**config.mk**
```make
export PLATFORM = sky130hd
export DESIGN_NAME = xor_test_and_indexed_ext_decode
export DESIGN_NICKNAME = d
export VERILOG_FILES = /design/src/hdl/xdec_pkg.sv /design/src/hdl/op_classify.sv /design/src/hdl/xor_test_and_indexed_ext_decode.sv
export VERILOG_INCLUDE_DIRS = /design/src /design/src/hdl
export SDC_FILE = /design/constraint.sdc
export NUM_CORES = 1
export LEC_CHECK = 0
export BUFFER_PORTS_ARGS = -buffer_cell sky130_fd_sc_hd__buf_2
export CAP_MARGIN = 10
export CORE_MARGIN = 4
export CORE_UTILIZATION = 60
export CTS_CLUSTER_SIZE = 24
export DETAILED_ROUTE_END_ITERATION = 8
export GPL_TIMING_DRIVEN = 1
export PLACE_DENSITY_LB_ADDON = 0.25
export SLEW_MARGIN = 5
export SYNTH_ARGS = -nofsm -noshare
export SYNTH_HDL_FRONTEND = slang
export SYNTH_SLANG_ARGS = --single-unit
```
**constraint.sdc**
```tcl
create_clock -name clk -period 11.6 [get_ports clk]
set_input_delay 2.32 -clock clk [delete_from_list [all_inputs] [get_ports clk]]
set_output_delay 2.32 -clock clk [all_outputs]
set_load 0.1 [all_outputs]
```
**src/hdl/xdec_map.svh**
```systemverilog
// Offsets, field positions, reset values and cycle counts of the extended decode block
`ifndef XDEC_MAP_SVH
`define XDEC_MAP_SVH
`define Q_PHASES     4
`define AXI_AW       8
`define REG_CTRL     8'h00
`define REG_STATUS   8'h04
`define REG_WORK     8'h08
`define REG_BANK     8'h0C
`define REG_PTR0     8'h10
`define REG_PTR1     8'h14
`define REG_PTR2     8'h18
`define REG_LATCH    8'h1C
`define REG_PC       8'h20
`define CTRL_EXT     0
`define CTRL_RUN     1
`define CTRL_RST     2'h0
`define STAT_Z       0
`define STAT_N       1
`define STAT_ST_LSB  4
`define LATCH_UP_LSB 8
`define RESP_OK      2'h0
`define RESP_ERR     2'h2
`define IDX_MAX      8'h5F
`define ACC_SPLIT    8'h60
`define NOP_WORD     16'h0000
`define OPC_TSTSKIP  16'b011?_0110_????_????
`define OPC_XORLIT   16'b0000_1010_????_????
`define OPC_XORREG   16'b0001_10??_????_????
`define OPC_ADDPTR   16'b1110_1000_????_????
`define OPC_SUBPTR   16'b1110_1001_????_????
`define OPC_PUSHLIT  16'b1110_1010_????_????
`define OPC_MOVIDX   16'b1110_1011_????_????
`define OPC_CALLWORK 16'b0000_0000_0001_0100
`endif

```
**src/hdl/xdec_pkg.sv**
```systemverilog
// Types shared by the extended decode block
package xdec_pkg;
  typedef enum logic [3:0] {
    ST_EXEC   = 4'b0001,
    ST_FLUSH  = 4'b0010,
    ST_FLUSH2 = 4'b0100,
    ST_WORD2  = 4'b1000
  } exec_state_t;
  typedef enum logic [3:0] {
    OP_NOP, OP_TSTSKIP, OP_XORLIT, OP_XORREG, OP_ADDPTR,
    OP_SUBPTR, OP_CALLWORK, OP_MOVIDX, OP_PUSHLIT
  } op_class_t;
  typedef struct packed {
    logic [11:0] addr;
    logic [7:0]  wdata;
    logic        we;
  } dmem_req_t;
  typedef struct packed {
    logic        push;
    logic        pop;
    logic [20:0] retAddr;
  } rstack_req_t;
endpackage

```
**src/hdl/op_classify.sv**
```systemverilog
`timescale 1ns/10ps
// Opcode class and word count of one instruction word
`include "xdec_map.svh"
module op_classify (
  // Instruction word
  input  wire logic [15:0]    word,
  input  wire logic           extEn,
  // Decode result
  output xdec_pkg::op_class_t opClass,
  output logic                twoWord
);
  import xdec_pkg::*;

  // Extended codes fall back to no-operation while the set is off
  always_comb begin
    opClass = OP_NOP;
    casez (word)
      `OPC_TSTSKIP:  opClass = OP_TSTSKIP;
      `OPC_XORLIT:   opClass = OP_XORLIT;
      `OPC_XORREG:   opClass = OP_XORREG;
      `OPC_ADDPTR:   opClass = extEn ? OP_ADDPTR : OP_NOP;
      `OPC_SUBPTR:   opClass = extEn ? OP_SUBPTR : OP_NOP;
      `OPC_PUSHLIT:  opClass = extEn ? OP_PUSHLIT : OP_NOP;
      `OPC_MOVIDX:   opClass = extEn ? OP_MOVIDX : OP_NOP;
      `OPC_CALLWORK: opClass = extEn ? OP_CALLWORK : OP_NOP;
      default:       opClass = OP_NOP;
    endcase
  end

  assign twoWord = (opClass == OP_MOVIDX);
endmodule

```
**src/hdl/xor_test_and_indexed_ext_decode.sv**
```systemverilog
// Design decisions made here: the register offsets and register access over AXI4-Lite.
`timescale 1ns/10ps
// Decode and execute of skip, XOR and extended indexed instructions
//
// Contract
// - Skip on zero register discards fetched word and idles one cycle.
// - Skip over a two-word instruction idles two cycles, three in total.
// - Access bit 0 selects fixed access bank, 1 selects bank register.
// - Access 0, extended on, field up to 5Fh: offset from stack pointer.
// - XOR literal into work register in one cycle, updating N and Z.
// - XOR work with register; destination bit picks work or register; N, Z.
// - Extended features stay off until the configuration bit is set.
// - Eight extended instructions exist, none of which touch the flags.
// - Field 11 adds to stack pointer then returns from top of stack, two cycles.
// - Subtract 6-bit literal from pointer chosen by field, one cycle.
// - Field 11 subtracts from stack pointer then returns, two cycles.
// - Call through work register is one word, two cycles.
// - Indexed-to-absolute move: two words, source offset then 12-bit address.
// - Indexed-to-indexed move: two words, source offset then destination offset.
// - Push literal writes at stack pointer then decrements it, one cycle.
// - Call pushes return address, loads work into low byte, latches into high.
// - Indexed move addresses are stack pointer plus 7-bit offset, 12-bit space.
// - Indirect source reads 00h; indirect destination makes the indexed-to-indexed move idle.
`include "xdec_map.svh"
module xor_test_and_indexed_ext_decode #(
  parameter logic [11:0] INDIR_LO = 12'hFE0,
  parameter logic [11:0] INDIR_HI = 12'hFEF
) (
  // Clock and reset
  input  wire logic                  clk,
  input  wire logic                  rstn,
  // AXI4-Lite register slave
  input  wire logic [`AXI_AW-1:0]    awaddr,
  input  wire logic                  awvalid,
  output logic                       awready,
  input  wire logic [31:0]           wdata,
  input  wire logic [3:0]            wstrb,
  input  wire logic                  wvalid,
  output logic                       wready,
  output logic [1:0]                 bresp,
  output logic                       bvalid,
  input  wire logic                  bready,
  input  wire logic [`AXI_AW-1:0]    araddr,
  input  wire logic                  arvalid,
  output logic                       arready,
  output logic [31:0]                rdata,
  output logic [1:0]                 rresp,
  output logic                       rvalid,
  input  wire logic                  rready,
  // Program fetch
  output logic [20:0]                fetchAddr,
  input  wire logic [15:0]           fetchWord,
  input  wire logic                  fetchTwoWord,
  // Data memory
  output xdec_pkg::dmem_req_t        dmemReq,
  input  wire logic [7:0]            dmemRdata,
  // Return stack
  output xdec_pkg::rstack_req_t      rstackReq,
  input  wire logic [20:0]           topOfReturnStack
);
  import xdec_pkg::*;

  localparam logic [1:0] QLAST = 2'(`Q_PHASES - 1);

  logic [1:0]  qPh_r;
  logic        extEn_r, run_r, movMode_r;
  logic [15:0] ir_r;
  logic [20:0] pc_r;
  logic [7:0]  work_r, opnd_r, latchHi_r, fld, xRes;
  logic [4:0]  latchUp_r;
  logic [3:0]  bank_r;
  logic [11:0] ptr0_r, ptr1_r, ptr2_r, idxAddr, movIdx, fileAddr, memAddr;
  logic [11:0] ptrOld, ptrNew;
  logic [1:0]  ptrSel;
  logic        flagN_r, flagZ_r, useIdx, isIndir, memWr, isRet, nextTwo, nextTwoOwn;
  logic [7:0]  memWdata;
  exec_state_t state_r;
  op_class_t   opClass, curOp;
  logic        addrEdge, readEdge, commit;
  logic        awHeld_r, wHeld_r, wrFire, rdErr;
  logic [7:0]  awAddr_r;
  logic [31:0] wData_r, rdMux, wrMerged;
  logic [3:0]  wStrb_r;

  op_classify u_curDecode (
    .word    (ir_r),
    .extEn   (extEn_r),
    .opClass (opClass),
    .twoWord ()
  );

  op_classify u_nextDecode (
    .word    (fetchWord),
    .extEn   (extEn_r),
    .opClass (),
    .twoWord (nextTwoOwn)
  );

  // Four-phase instruction cycle, halted while run is clear
  always_ff @(posedge clk or negedge rstn) begin
    if (!rstn) begin
      qPh_r <= 2'h0;
    end else if (run_r) begin
      qPh_r <= (qPh_r == QLAST) ? 2'h0 : qPh_r + 2'h1;
    end
  end

  assign addrEdge = run_r && (qPh_r == 2'h0);
  assign readEdge = run_r && (qPh_r == 2'h2);
  assign commit   = run_r && (qPh_r == QLAST);
  assign curOp    = (state_r == ST_EXEC) ? opClass : OP_NOP;
  assign fld      = ir_r[7:0];
  assign nextTwo  = fetchTwoWord || nextTwoOwn;
  assign ptrSel   = (ir_r[7:6] == 2'h3) ? 2'h2 : ir_r[7:6];
  assign isRet    = ((curOp == OP_ADDPTR) || (curOp == OP_SUBPTR)) && (ir_r[7:6] == 2'h3);
  assign isIndir  = (dmemReq.addr >= INDIR_LO) && (dmemReq.addr <= INDIR_HI);

  // Operand address for the current cycle
  always_comb begin
    useIdx  = extEn_r && !ir_r[8] && (fld <= `IDX_MAX);
    idxAddr = ptr2_r + {4'h0, fld};
    movIdx  = ptr2_r + {5'h0, ir_r[6:0]};
    if (ir_r[8]) begin
      fileAddr = {bank_r, fld};
    end else if (useIdx) begin
      fileAddr = idxAddr;
    end else if (fld < `ACC_SPLIT) begin
      fileAddr = {4'h0, fld};
    end else begin
      fileAddr = {4'hF, fld};
    end
    if (state_r == ST_WORD2) begin
      memAddr = movMode_r ? movIdx : ir_r[11:0];
    end else if (curOp == OP_MOVIDX) begin
      memAddr = movIdx;
    end else if (curOp == OP_PUSHLIT) begin
      memAddr = ptr2_r;
    end else begin
      memAddr = fileAddr;
    end
  end

  // Write decision taken at the read edge, so read data is fresh
  always_comb begin
    memWr    = 1'b0;
    memWdata = 8'h00;
    if (curOp == OP_XORREG && ir_r[9]) begin
      memWr    = 1'b1;
      memWdata = work_r ^ dmemRdata;
    end else if (curOp == OP_PUSHLIT) begin
      memWr    = 1'b1;
      memWdata = fld;
    end else if (state_r == ST_WORD2) begin
      memWr    = !(movMode_r && isIndir);
      memWdata = opnd_r;
    end
  end

  // Data memory: address in Q1, read at end of Q3, write strobe in Q4
  always_ff @(posedge clk or negedge rstn) begin
    if (!rstn) begin
      dmemReq <= '0;
    end else if (addrEdge) begin
      dmemReq.addr <= memAddr;
    end else if (readEdge) begin
      dmemReq.we    <= memWr;
      dmemReq.wdata <= memWdata;
    end else if (commit) begin
      dmemReq.we <= 1'b0;
    end
  end

  // Operand latch; held across the second word of a move
  always_ff @(posedge clk or negedge rstn) begin
    if (!rstn) begin
      opnd_r <= 8'h00;
    end else if (readEdge && state_r == ST_EXEC) begin
      opnd_r <= (curOp == OP_MOVIDX && isIndir) ? 8'h00 : dmemRdata;
    end
  end

  assign xRes = (curOp == OP_XORLIT) ? (work_r ^ fld) : (work_r ^ opnd_r);

  // Sequencing of skips, returns and two-word moves
  always_ff @(posedge clk or negedge rstn) begin
    if (!rstn) begin
      state_r   <= ST_EXEC;
      movMode_r <= 1'b0;
    end else if (commit) begin
      unique case (state_r)
        ST_EXEC: begin
          if (curOp == OP_TSTSKIP && opnd_r == 8'h00) begin
            state_r <= nextTwo ? ST_FLUSH2 : ST_FLUSH;
          end else if (isRet || curOp == OP_CALLWORK) begin
            state_r <= ST_FLUSH;
          end else if (curOp == OP_MOVIDX) begin
            state_r   <= ST_WORD2;
            movMode_r <= ir_r[7];
          end
        end
        ST_FLUSH2: state_r <= ST_FLUSH;
        ST_FLUSH:  state_r <= ST_EXEC;
        ST_WORD2:  state_r <= ST_EXEC;
      endcase
    end
  end

  // Program counter, instruction register and return stack requests
  always_ff @(posedge clk or negedge rstn) begin
    if (!rstn) begin
      pc_r      <= 21'h0;
      ir_r      <= `NOP_WORD;
      rstackReq <= '0;
    end else begin
      rstackReq.push <= 1'b0;
      rstackReq.pop  <= 1'b0;
      if (commit) begin
        ir_r <= fetchWord;
        if (isRet) begin
          pc_r          <= topOfReturnStack;
          rstackReq.pop <= 1'b1;
        end else if (curOp == OP_CALLWORK) begin
          pc_r              <= {latchUp_r, latchHi_r, work_r};
          rstackReq.push    <= 1'b1;
          rstackReq.retAddr <= pc_r;
        end else begin
          pc_r <= pc_r + 21'h2;
        end
      end
    end
  end

  assign fetchAddr = pc_r;

  // Pointer arithmetic
  always_comb begin
    ptrOld = (ptrSel == 2'h0) ? ptr0_r : (ptrSel == 2'h1) ? ptr1_r : ptr2_r;
    ptrNew = (curOp == OP_SUBPTR) ? ptrOld - {6'h0, ir_r[5:0]} : ptrOld + {6'h0, ir_r[5:0]};
  end

  // Software byte-lane merge
  always_comb begin
    wrMerged = rdMux;
    for (int i = 0; i < 4; i++) begin
      if (wStrb_r[i]) begin
        wrMerged[8*i +: 8] = wData_r[8*i +: 8];
      end
    end
  end

  // Pointers: core update wins over a software write
  always_ff @(posedge clk or negedge rstn) begin
    if (!rstn) begin
      ptr0_r <= 12'h0;
      ptr1_r <= 12'h0;
      ptr2_r <= 12'h0;
    end else if (commit && (curOp == OP_ADDPTR || curOp == OP_SUBPTR)) begin
      if (ptrSel == 2'h0) ptr0_r <= ptrNew;
      else if (ptrSel == 2'h1) ptr1_r <= ptrNew;
      else ptr2_r <= ptrNew;
    end else if (commit && curOp == OP_PUSHLIT) begin
      ptr2_r <= ptr2_r - 12'h1;
    end else if (wrFire) begin
      if (awAddr_r == `REG_PTR0) ptr0_r <= wrMerged[11:0];
      if (awAddr_r == `REG_PTR1) ptr1_r <= wrMerged[11:0];
      if (awAddr_r == `REG_PTR2) ptr2_r <= wrMerged[11:0];
    end
  end

  // Work register and flags
  always_ff @(posedge clk or negedge rstn) begin
    if (!rstn) begin
      work_r  <= 8'h00;
      flagN_r <= 1'b0;
      flagZ_r <= 1'b0;
    end else if (commit && (curOp == OP_XORLIT || curOp == OP_XORREG)) begin
      if (curOp == OP_XORLIT || !ir_r[9]) work_r <= xRes;
      flagN_r <= xRes[7];
      flagZ_r <= (xRes == 8'h00);
    end else if (wrFire && awAddr_r == `REG_WORK) begin
      work_r <= wrMerged[7:0];
    end
  end

  // Control, bank and latch registers
  always_ff @(posedge clk or negedge rstn) begin
    if (!rstn) begin
      {run_r, extEn_r} <= `CTRL_RST;
      bank_r    <= 4'h0;
      latchHi_r <= 8'h00;
      latchUp_r <= 5'h00;
    end else if (wrFire) begin
      if (awAddr_r == `REG_CTRL) begin
        extEn_r <= wrMerged[`CTRL_EXT];
        run_r   <= wrMerged[`CTRL_RUN];
      end
      if (awAddr_r == `REG_BANK) bank_r <= wrMerged[3:0];
      if (awAddr_r == `REG_LATCH) begin
        latchHi_r <= wrMerged[7:0];
        latchUp_r <= wrMerged[`LATCH_UP_LSB +: 5];
      end
    end
  end

  // Register read mux; also the old value for byte-lane merges
  always_comb begin
    rdMux = 32'h0;
    rdErr = 1'b0;
    case (rvalid ? awAddr_r : (wrFire ? awAddr_r : araddr))
      `REG_CTRL: begin
        rdMux[`CTRL_EXT] = extEn_r;
        rdMux[`CTRL_RUN] = run_r;
      end
      `REG_STATUS: begin
        rdMux[`STAT_Z] = flagZ_r;
        rdMux[`STAT_N] = flagN_r;
        rdMux[`STAT_ST_LSB +: 4] = state_r;
      end
      `REG_WORK:  rdMux[7:0]   = work_r;
      `REG_BANK:  rdMux[3:0]   = bank_r;
      `REG_PTR0:  rdMux[11:0]  = ptr0_r;
      `REG_PTR1:  rdMux[11:0]  = ptr1_r;
      `REG_PTR2:  rdMux[11:0]  = ptr2_r;
      `REG_LATCH: rdMux[12:0]  = {latchUp_r, latchHi_r};
      `REG_PC:    rdMux[20:0]  = pc_r;
      default:    rdErr        = 1'b1;
    endcase
  end

  // AXI4-Lite write: address and data in either order
  assign awready = !awHeld_r && !bvalid;
  assign wready  = !wHeld_r && !bvalid;
  assign wrFire  = awHeld_r && wHeld_r && !bvalid;

  always_ff @(posedge clk or negedge rstn) begin
    if (!rstn) begin
      awHeld_r <= 1'b0;
      wHeld_r  <= 1'b0;
      awAddr_r <= 8'h00;
      wData_r  <= 32'h0;
      wStrb_r  <= 4'h0;
      bvalid   <= 1'b0;
      bresp    <= `RESP_OK;
    end else begin
      if (awvalid && awready) begin
        awHeld_r <= 1'b1;
        awAddr_r <= awaddr;
      end
      if (wvalid && wready) begin
        wHeld_r <= 1'b1;
        wData_r <= wdata;
        wStrb_r <= wstrb;
      end
      if (wrFire) begin
        awHeld_r <= 1'b0;
        wHeld_r  <= 1'b0;
        bvalid   <= 1'b1;
        bresp    <= (rdErr || awAddr_r == `REG_STATUS || awAddr_r == `REG_PC) ? `RESP_ERR : `RESP_OK;
      end else if (bvalid && bready) begin
        bvalid <= 1'b0;
      end
    end
  end

  // AXI4-Lite read; held off while a write lands to share the mux
  assign arready = !rvalid && !wrFire;

  always_ff @(posedge clk or negedge rstn) begin
    if (!rstn) begin
      rvalid <= 1'b0;
      rdata  <= 32'h0;
      rresp  <= `RESP_OK;
    end else if (arvalid && arready) begin
      rvalid <= 1'b1;
      rdata  <= rdMux;
      rresp  <= rdErr ? `RESP_ERR : `RESP_OK;
    end else if (rvalid && rready) begin
      rvalid <= 1'b0;
    end
  end
endmodule

```
==> reports/qor.yml, run 1 <==
drtPass1Iterations: 6
cp_data_required_time_ns: 12.01
synth_top_area_share: 0.396
num-nets-final: 1782
synth.ff_latch_count: 211
synth_area_sq_um: 13300
cts_resized: 0
skew_ns: 0.0173
dpl.hpwl_mm: 31.2
drv_slew: 0
fin_crit_ns: 5.37
drive_above_1_share: 0.190
grt_start_max_net_pins: 86
critPathArrivalTime_ns: 5.78
seq_area_sq_um: 5280
place.gp.congestion: 1.03
hold_path.class: "flip-flop to flip-flop"
ys_warn_count: 0
cp_max_fo: 10
leakage_uw: 0.00675
cts_root_buf: "clkbuf_16"
whs_path_depth: 2
setup_viol: 0
die_area_sq_um: 24500
synth_top_cell_by_area: "dfrtp_1"
postRouteWirelength_mm: 43.1
grt_overflow: 0
synth_area_leaders: "dfrtp_1, nand2_1, o21ai_0, mux2_2, a21oi_1"
num_vias: 12800
rsz0062_at_grt: "false"
viasPerCell: 6.57
dp_slack_ns: 6.31
drt_iter0_markers: 1329
status: "completed"
netlist_instances: 1534
synth.avg_cell_area_sq_um: 8.64
slew_headroom: 0.280
syn_to_final_growth_pct: 12.9
critPathCaptureType: "flip-flop"
die_w_microns: 157
cp-start-kind: "flip-flop"
powerDensity_nw_per_um2: 300
start_util: 0.609
grt_pass1_vias: 12100
fin_tns_setup_ns: 0
antenna_found_initial: 0
final_cell_mix: "nand2_1, dfrtp_1, buf_2, o21ai_0, nor2_1"
min_period_over_period: 0.463
drv_cap: 0
synth_flop_cell: "dfrtp_1"
clk_pin_slew_ns: 0.06
numCtsBuffers: 24
ys_types: 90
synth_async_sr_flop_share: 1.00
cts.path.max_buffers: 3
boundaryPins: 211
htree_levels: 1
worst_pin_slew_ns: 1.08
avgRoutedWirePerCell_microns: 22.2
io_buffers: 176
cts_hold_buf: 0
cts.sinks: 211
drtAntennaViolNets: 0
layout_setup_ws_ns: 6.23
drcViolationCount: 0
grt_pass1_wl_mm: 67.7
yosysSeqAreaShare: 0.398
irDropWorstVdd_mv: 0.200
rows: 54
core_sq_um: 21800
post_cts_buffers: 0
clock_latency_ns: 0.53
diodes: 0
multi_input_area_sq_um: 7450
reg2reg_depth: 17
cts_tree: "built"
fp.dieH_microns: 157
final_common_cell: "nand2_1"
grt_usage: 0.347
reg2reg_slack_ns: 6.23
fillers: 1830
synth_edf_count: 0
path_class: "flip-flop to flip-flop"
fmax_ghz: 0.186
hold_violations: 0
-- flip-flops by register name, summed over array words and instances, names as in the netlist, 2 cells and up --
signal and count:
rstackReq 23, dmemReq 21, fetchAddr 21, rdata 21
ir_r 16, wData_r 13, ptr0_r 12, ptr1_r 12
ptr2_r 12, awAddr_r 8, latchHi_r 8, opnd_r 8
work_r 8, latchUp_r 5, bank_r 4, state_r 4
qPh_r 2, wStrb_r 2
-- cells in the mapped netlist (9+ instances only) --
| cell type | instances |
|---|---|
| inv_1 | 26 |
| nand2_1 | 233 |
| mux2_2 | 51 |
| buf_4 | 14 |
| xor2_1 | 22 |
| dfrtp_1 | 210 |
| a211oi_1 | 28 |
| o211ai_1 | 10 |
| a222oi_1 | 9 |
| and3_1 | 17 |
| mux2i_1 | 28 |
| xnor2_1 | 34 |
| o31ai_1 | 11 |
| nand3_1 | 36 |
| o21ai_0 | 137 |
| buf_1 | 13 |
| a21oi_1 | 98 |
| ha_1 | 25 |
| clkbuf_1 | 78 |
| a221oi_1 | 14 |
| a22o_1 | 11 |
| nor2b_1 | 10 |
| nor2_1 | 121 |
| a31oi_1 | 25 |
| or3_1 | 11 |
| nor3_1 | 37 |
| nand2b_1 | 21 |
| and2_1 | 13 |
| nand4_1 | 13 |
| a21o_1 | 14 |
| nor4_1 | 12 |
-- cells by family after synthesis --
logic type | share of synthesized area
AND/OR/NAND/NOR | 0.204
AO/OA/AOI/OAI | 0.224
buffers and inverters | 0.0458
other | 0.000283
adder cells (fa/ha/maj) | 0.0266
multiplexers | 0.0645
XOR/XNOR | 0.0370
flip-flops | 0.398
-- area by class of cell --
type	instances	area share
multi-input cells	1192	0.498
clock buffers	36	0.0485
clock inverters	5	0.00301
flip-flops and latches	211	0.353
well taps	280	0.0234
repair buffers	192	0.0675
inverters	29	0.00727
-- critical path, stage by stage, from the launching register on --
cell and delay, ns:
dfrtp_1 0.52, inv_1 0.38, ha_1 0.34, nand4b_1 0.18
nor4_4 0.46, o211a_1 0.47, nand4_2 0.36, nor2b_1 0.28
xnor2_1 0.14, ha_1 0.35, a21o_1 0.22, a211oi_1 0.32
o21ai_0 0.22, a31o_2 0.28, a21oi_1 0.18, xnor2_1 0.12
a21o_1 0.20, mux2_2 0.26
-- power by group --
part	total [uW]	switching (uW)	leakage, uW	internal [uW]
Clock	742	311	0.000374	431
Sequential	1350	388	0.00241	967
Combinational	2400	1670	0.00397	729
-- per-layer routing --
layer / vias up / GRT usage / share of wire
li1: 5771 / - / -
met4: 0 / 0.114 / 0.033
met3: 117 / 0.0691 / 0.11
met1: 6174 / 0.492 / 0.40
met5: - / 0 / 0
met2: 716 / 0.537 / 0.45
-- worst paths after layout --
path	startpoint	endpoint
setup / recovery	ir_r[1]	ptr1_r[10]
hold / removal	rstackReq[2]	rstackReq[2]
setup reg to reg	ir_r[1]	ptr1_r[10]
hold reg to reg	rstackReq[2]	rstackReq[2]
max in group asynchronous	rstn	ir_r[2]
min in group asynchronous	rstn	rstackReq[18]
-- per-stage QoR --
| stage | instance area [sq um] | hold slack [ns] | total power [uW] | utilization | cells |
|---|---|---|---|---|---|
| floorplan | 13300 | 0.449 | 3110 | - | 1546 |
| detailed placement | 14200 | 0.458 | 3710 | 0.653 | 1904 |
| finish | 15000 | 0.467 | 4500 | 0.688 | 1945 |
| global placement | 14200 | 0.452 | 3650 | 0.653 | 1904 |
| CTS | 15000 | 0.472 | 4460 | 0.688 | 1945 |
| global route | 15000 | 0.489 | 4740 | 0.688 | 1945 |
No activity file was read; power rests on OpenSTA's default activity.
==> run 2, diff against run 1 <==
--- a/config.mk
+++ b/config.mk
@@ -9,7 +9,7 @@
 export BUFFER_PORTS_ARGS = -buffer_cell sky130_fd_sc_hd__buf_2
 export CAP_MARGIN = 10
 export CORE_MARGIN = 4
-export CORE_UTILIZATION = 60
+export CORE_UTILIZATION = 52
 export CTS_CLUSTER_SIZE = 24
 export DETAILED_ROUTE_END_ITERATION = 8
 export GPL_TIMING_DRIVEN = 1
==> constraint.sdc (replaced) <==
create_clock -name clk -period 4.67 [get_ports clk]
set_input_delay 0.934 -clock clk [delete_from_list [all_inputs] [get_ports clk]]
set_output_delay 0.934 -clock clk [all_outputs]
set_load 0.1 [all_outputs]
==> run 2 against run 1 <==
Against the previous run:
- clock skew up 0.0043 ns
- sequential share of layout area down 0.70 points
- clock-buffer cell count down 4
- final area up 2.0%
- power rose to 2.5 times the previous value
- highest routed layer unchanged
- maximum frequency up 22%
- sequential cell count unchanged
- largest cell class unchanged
- largest power group unchanged
- non-clock buffer count up 24
- clock power rose to 2.7 times the previous value
==> reports/qor.yml, run 2 (synthesis gave the netlist of run 1 again) <==
fillers: 2215  # +21%
drv_slew: 0  # unchanged
wl_met2_mm: 20.1  # +2.5%
min_period_over_period: 0.946  # +0.483
grt_pass1_wl_mm: 69.6  # +2.9%
core_sq_um: 25100  # +15%
drive_above_1_share: 0.203  # +0.0130
critPathCaptureType: "flip-flop"
syn_to_final_growth_pct: 15.2
clk_pin_slew_ns: 0.06  # about the same
drtAntennaViolNets: 0  # unchanged
cp_max_fo: 7  # -3
diodes: 0  # unchanged
cts_root_buf: "clkbuf_16"
rows: 58  # +7.4%
powerDensity_nw_per_um2: 745  # +150%
rsz0062_at_grt: "false"
dr_wl_met3_mm: 4.57  # -2.7%
clock_latency_ns: 0.54  # about the same
cts.path.max_buffers: 3  # unchanged
whs_endpoint: "rstackReq[6]"
drtPass1Iterations: 8  # +2
worst_pin_slew_ns: 1.16  # +0.0833 ns
regToRegStartpoint: "ir_r[8]"
highest_layer: "met4"
path_cells: "or4_4, nor4_4, o211a_1, nand4_2, nor2b_1, xnor2_1, ha_1, a21o_1, a211oi_1, o21ai_0, a31o_2, a21oi_1, xnor2_1, a21o_1, mux2_2"
place.gp.congestion: 0.984  # -4.5%
boundaryPins: 211  # unchanged
regMostFlops: "rstackReq"
whs_ns: 0.470  # +0.00232 ns
utilization: 0.608  # -0.0798
setup_viol: 0  # unchanged
wl_met1_mm: 18.4  # +5.4%
antenna_found_initial: 0  # unchanged
num_vias: 12800  # +0.30%
die_w_microns: 168  # +7.0%
whs_path_depth: 2  # unchanged
fin_crit_ns: 4.42  # -0.952 ns
postRouteWirelength_mm: 44.3  # +2.8%
dp_slack_ns: 0.353  # -5.95 ns
max_stage_delay_ns: 0.56  # +0.04 ns
reg2reg_depth: 15  # -2
grt_pass1_vias: 12300  # +1.2%
htree_levels: 1  # unchanged
drcViolationCount: 0  # unchanged
layout_setup_ws_ns: 0.251  # -5.98 ns
avgRoutedWirePerCell_microns: 21.9  # -1.0%
hold_path.class: "flip-flop to flip-flop"
cp_data_required_time_ns: 5.08  # -6.93 ns
path_class: "flip-flop to flip-flop"
final_common_cell: "nand2_1"
post_cts_buffers: 0  # unchanged
reg2reg_slack_ns: 0.25  # -5.98 ns
cts_resized: 0  # unchanged
fp.dieH_microns: 168  # +7.0%
drt_iter0_markers: 1628  # +22%
hold_violations: 0  # unchanged
timing.rr.end: "ptr0_r[10]"
critPathArrivalTime_ns: 4.83  # -0.95 ns
numCtsBuffers: 24  # unchanged
worstHoldStart: "rstackReq[6]"
die_area_sq_um: 28100  # +15%
skew_ns: 0.0217  # +0.00433 ns
cts_tree: "built"
viasPerCell: 6.34  # -3.5%
dpl.hpwl_mm: 32.7  # +4.7%
grt_overflow: 0  # unchanged
drv_cap: 0  # unchanged
irDropWorstVdd_mv: 0.450  # +120%
fmax_ghz: 0.226  # +22%
start_util: 0.528  # -0.0814
io_buffers: 176  # unchanged
num-nets-final: 1806  # +1.3%
largest_reg_flops: 23  # unchanged
cts_hold_buf: 0  # unchanged
cp-startpoint: "ir_r[8]"
final_cell_mix: "nand2_1, dfrtp_1, buf_2, o21ai_0, nor2_1"
grt_start_max_net_pins: 105  # +22%
status: "completed"
cp-start-kind: "flip-flop"
cts.sinks: 211  # unchanged
cp_slowest_cell: "or4_4"
slew_headroom: 0.221  # -0.0584
fin_tns_setup_ns: 0  # unchanged
grt_usage: 0.307  # -0.0396
leakage_uw: 0.00689  # +2.1%
[run 2: changes by cell type in the layout (fill, tap and decap cells not counted), sizes merged]
| cell | delta |
|---|---|
| buf | +24 |
| clkbuf | -4 |
| clkinv | +4 |
| bufinv | +3 |
| inv | -1 |
[run 2: worst max path at each step]
stage               depth (start not counted)            to  slack (ns)
floorplan                                   8  latchHi_r[0]        0.22
global placement                           15    ptr0_r[10]        0.43
detailed placement                         15    ptr0_r[10]        0.35
CTS                                        15    ptr0_r[10]        0.32
global route                               17    ptr0_r[10]        0.03
finish                                     15    ptr0_r[10]        0.25
[run 2: cell type report]
cell class	count	area, sq um	area share
Multi-Input combinational cell	1192	7450	0.488
Sequential cell	211	5280	0.346
Timing Repair Buffer	216	1190	0.0779
Clock buffer	32	681	0.0446
Tap cell	330	413	0.0270
Clock inverter	11	150	0.00983
Inverter	29	109	0.00713
[run 2: layer usage]
layer,GRT usage,up-vias
met1,0.438,6196
met2,0.482,662
met5,0,-
li1,-,5845
met4,0.0946,0
met3,0.0524,113
[run 2: where the power goes]
group | internal [uW] | switching (uW)
Sequential | 2400 | 838
Combinational | 1870 | 4280
Clock | 1190 | 801
[run 2: worst max-delay path: cells and delay by family, from the launching register on]
| family | cells | cell delay, ns |
|---|---|---|
| AOI/OAI and AO/OA | 7 | 1.71 |
| and+or+nand+nor | 4 | 1.34 |
| DFF | 1 | 0.47 |
| adders and majority gates | 1 | 0.32 |
| muxes | 1 | 0.26 |
| xor gates and xnor gates | 2 | 0.23 |
[run 2: metrics by stage]
stage / total power (uW) / cell area [sq um] / cells
floorplan: 7730 / 13300 / 1546
global route: 12000 / 15300 / 2021
finish: 11400 / 15300 / 2021
detailed placement: 9290 / 14400 / 1978
global placement: 9190 / 14400 / 1978
CTS: 11300 / 15300 / 2021
==> run 3, diff against run 2 <==
--- a/config.mk
+++ b/config.mk
@@ -9,7 +9,7 @@
 export BUFFER_PORTS_ARGS = -buffer_cell sky130_fd_sc_hd__buf_2
 export CAP_MARGIN = 10
 export CORE_MARGIN = 4
-export CORE_UTILIZATION = 52
+export CORE_UTILIZATION = 40
 export CTS_CLUSTER_SIZE = 24
 export DETAILED_ROUTE_END_ITERATION = 8
 export GPL_TIMING_DRIVEN = 1
==> run 3 against run 2 <==
Against the previous run:
- core utilization decreased by 13 points
- worst hold slack worse by 0.038 ns
- power increased by 0.66%
- clock skew fell by 0.0049 ns
- clock-buffer cell count rose by 3
- first-iteration DRC count decreased by 28%
- critical path depth unchanged
- critical endpoint is now ptr1_r[10]
- largest cell class unchanged
==> reports/qor.yml, run 3 (synthesis gave the netlist of run 1 again) <==
grt_start_max_net_pins: 114  # +8.6%
io_buffers: 176  # unchanged
irDropWorstVdd_mv: 0.450  # about the same
boundaryPins: 211  # unchanged
clock_latency_ns: 0.55  # about the same
drive_above_1_share: 0.202  # -0.00130
cp-start-kind: "flip-flop"
design_power_total_uw: 11500  # +0.66%
layout_setup_ws_ns: 0.298  # +0.0465 ns
die_w_microns: 190  # +13%
start_util: 0.406  # -0.122
core_sq_um: 32600  # +30%
place.gp.congestion: 0.937  # -4.7%
rsz0062_at_grt: "false"
postRouteWirelength_mm: 45.8  # +3.3%
die_area_sq_um: 36100  # +28%
hold_violations: 0  # unchanged
cts.path.max_buffers: 3  # unchanged
regMostFlops: "rstackReq"
drcViolationCount: 0  # unchanged
cts.sinks: 211  # unchanged
grt_pass1_vias: 12100  # -1.0%
cp_data_required_time_ns: 5.09  # about the same
dpl.hpwl_mm: 34.3  # +5.0%
worst_pin_slew_ns: 0.950  # -0.213 ns
dpl.cell_count: 2089  # +5.6%
antenna_found_initial: 0  # unchanged
drv_cap: 0  # unchanged
hold_path.class: "input pin to async pin"
fin_tns_setup_ns: 0  # unchanged
drtPass1Iterations: 6  # -2
fmax_ghz: 0.229  # +1.1%
numCtsBuffers: 25  # +4.2%
diodes: 0  # unchanged
num-nets-final: 1806  # unchanged
grt_usage: 0.248  # -0.0591
final_cell_mix: "nand2_1, dfrtp_1, buf_2, o21ai_0, nor2_1"
cts_tree: "built"
fin_crit_ns: 4.37  # -0.0465 ns
drv_slew: 0  # unchanged
cts_root_buf: "clkbuf_16"
leakage_uw: 0.00690  # +0.12%
largest_reg_flops: 23  # unchanged
grt_pass1_wl_mm: 71.0  # +2.0%
cp_max_fo: 6  # -1
drt_iter0_markers: 1167  # -28%
critPathCaptureType: "flip-flop"
final_common_cell: "nand2_1"
clk_pin_slew_ns: 0.06  # about the same
grt_overflow: 0  # unchanged
whs_ns: 0.431  # -0.0382 ns
cts_resized: 0  # unchanged
rows: 66  # +14%
syn_to_final_growth_pct: 16.5
slew_headroom: 0.348  # +0.127
fp.dieH_microns: 190  # +13%
setup_viol: 0  # unchanged
dp_slack_ns: 0.337  # -0.0160 ns
min_period_over_period: 0.936  # -0.00996
critPathArrivalTime_ns: 4.79  # -0.04 ns
skew_ns: 0.0168  # -0.00490 ns
num_vias: 12500  # -2.2%
post_cts_buffers: 0  # unchanged
cts_hold_buf: 0  # unchanged
htree_levels: 1  # unchanged
powerDensity_nw_per_um2: 742  # -0.46%
stdcell_count: 2134  # +5.6%
status: "completed"
viasPerCell: 5.88  # -7.3%
path_class: "flip-flop to flip-flop"
avgRoutedWirePerCell_microns: 21.5  # -2.2%
drtAntennaViolNets: 0  # unchanged
[run 3: cell count changes in the layout (fill, tap and decap cells not counted), sizes merged]
| cell | before | now |
|---|---|---|
| clkbuf | 33 | 35 |
| clkinv | 8 | 6 |
| inv | 27 | 28 |
[run 3: critical path: stages, from the launching register on]
cell and delay (ns):
dfrtp_1 0.44, or4_1 0.60, nor4_4 0.33, o211a_1 0.26, nand4_2 0.16, nor2b_1 0.19
xnor2_1 0.12, ha_1 0.32, a21o_1 0.21, a211oi_1 0.35, o21ai_0 0.22, a31o_2 0.28
a21oi_1 0.17, xnor2_1 0.13, a21o_1 0.20, mux2_2 0.26
[run 3: cell type report]
class	count	area [sq um]
flip-flops and latches	211	5280
well taps	442	553
clock inverters	10	153
fillers	3245	17200
repair buffers	215	1200
inverters	29	109
multi-input cells	1192	7450
clock buffers	35	703
[run 3: final timing paths]
kind,from,to,slack (ns),cells after the start
min in group clk,rstackReq[9],rstackReq[9],0.47,2
worst min-delay path,rstn,bvalid,0.43,1
worst min register to register,rstackReq[9],rstackReq[9],0.47,2
worst max-delay path,ir_r[10],ptr1_r[10],0.30,15
worst max register to register,ir_r[10],ptr1_r[10],0.30,15
max in group asynchronous,rstn,dmemReq[12],3.29,2
[run 3: stage by stage]
stage / instance area, sq um / utilization
after CTS: 15400 / 0.473
final: 15400 / 0.473
after detailed placement: 14600 / 0.447
after global placement: 14600 / 0.447
after floorplan: 13300 / -
after global routing: 15400 / 0.473
[run 3: metal layers]
layer	vias to the layer above	global-route usage	share of wire
li1	5835	-	-
met1	6116	0.329	0.42
met2	492	0.409	0.47
met3	95	0.0492	0.080
met4	0	0.0785	0.030
met5	-	0	0
[run 3: power breakdown]
group,internal (uW),leakage [uW],switching (uW)
Sequential,2400,0.00241,849
Clock,1220,0.000412,812
Combinational,1890,0.00408,4270
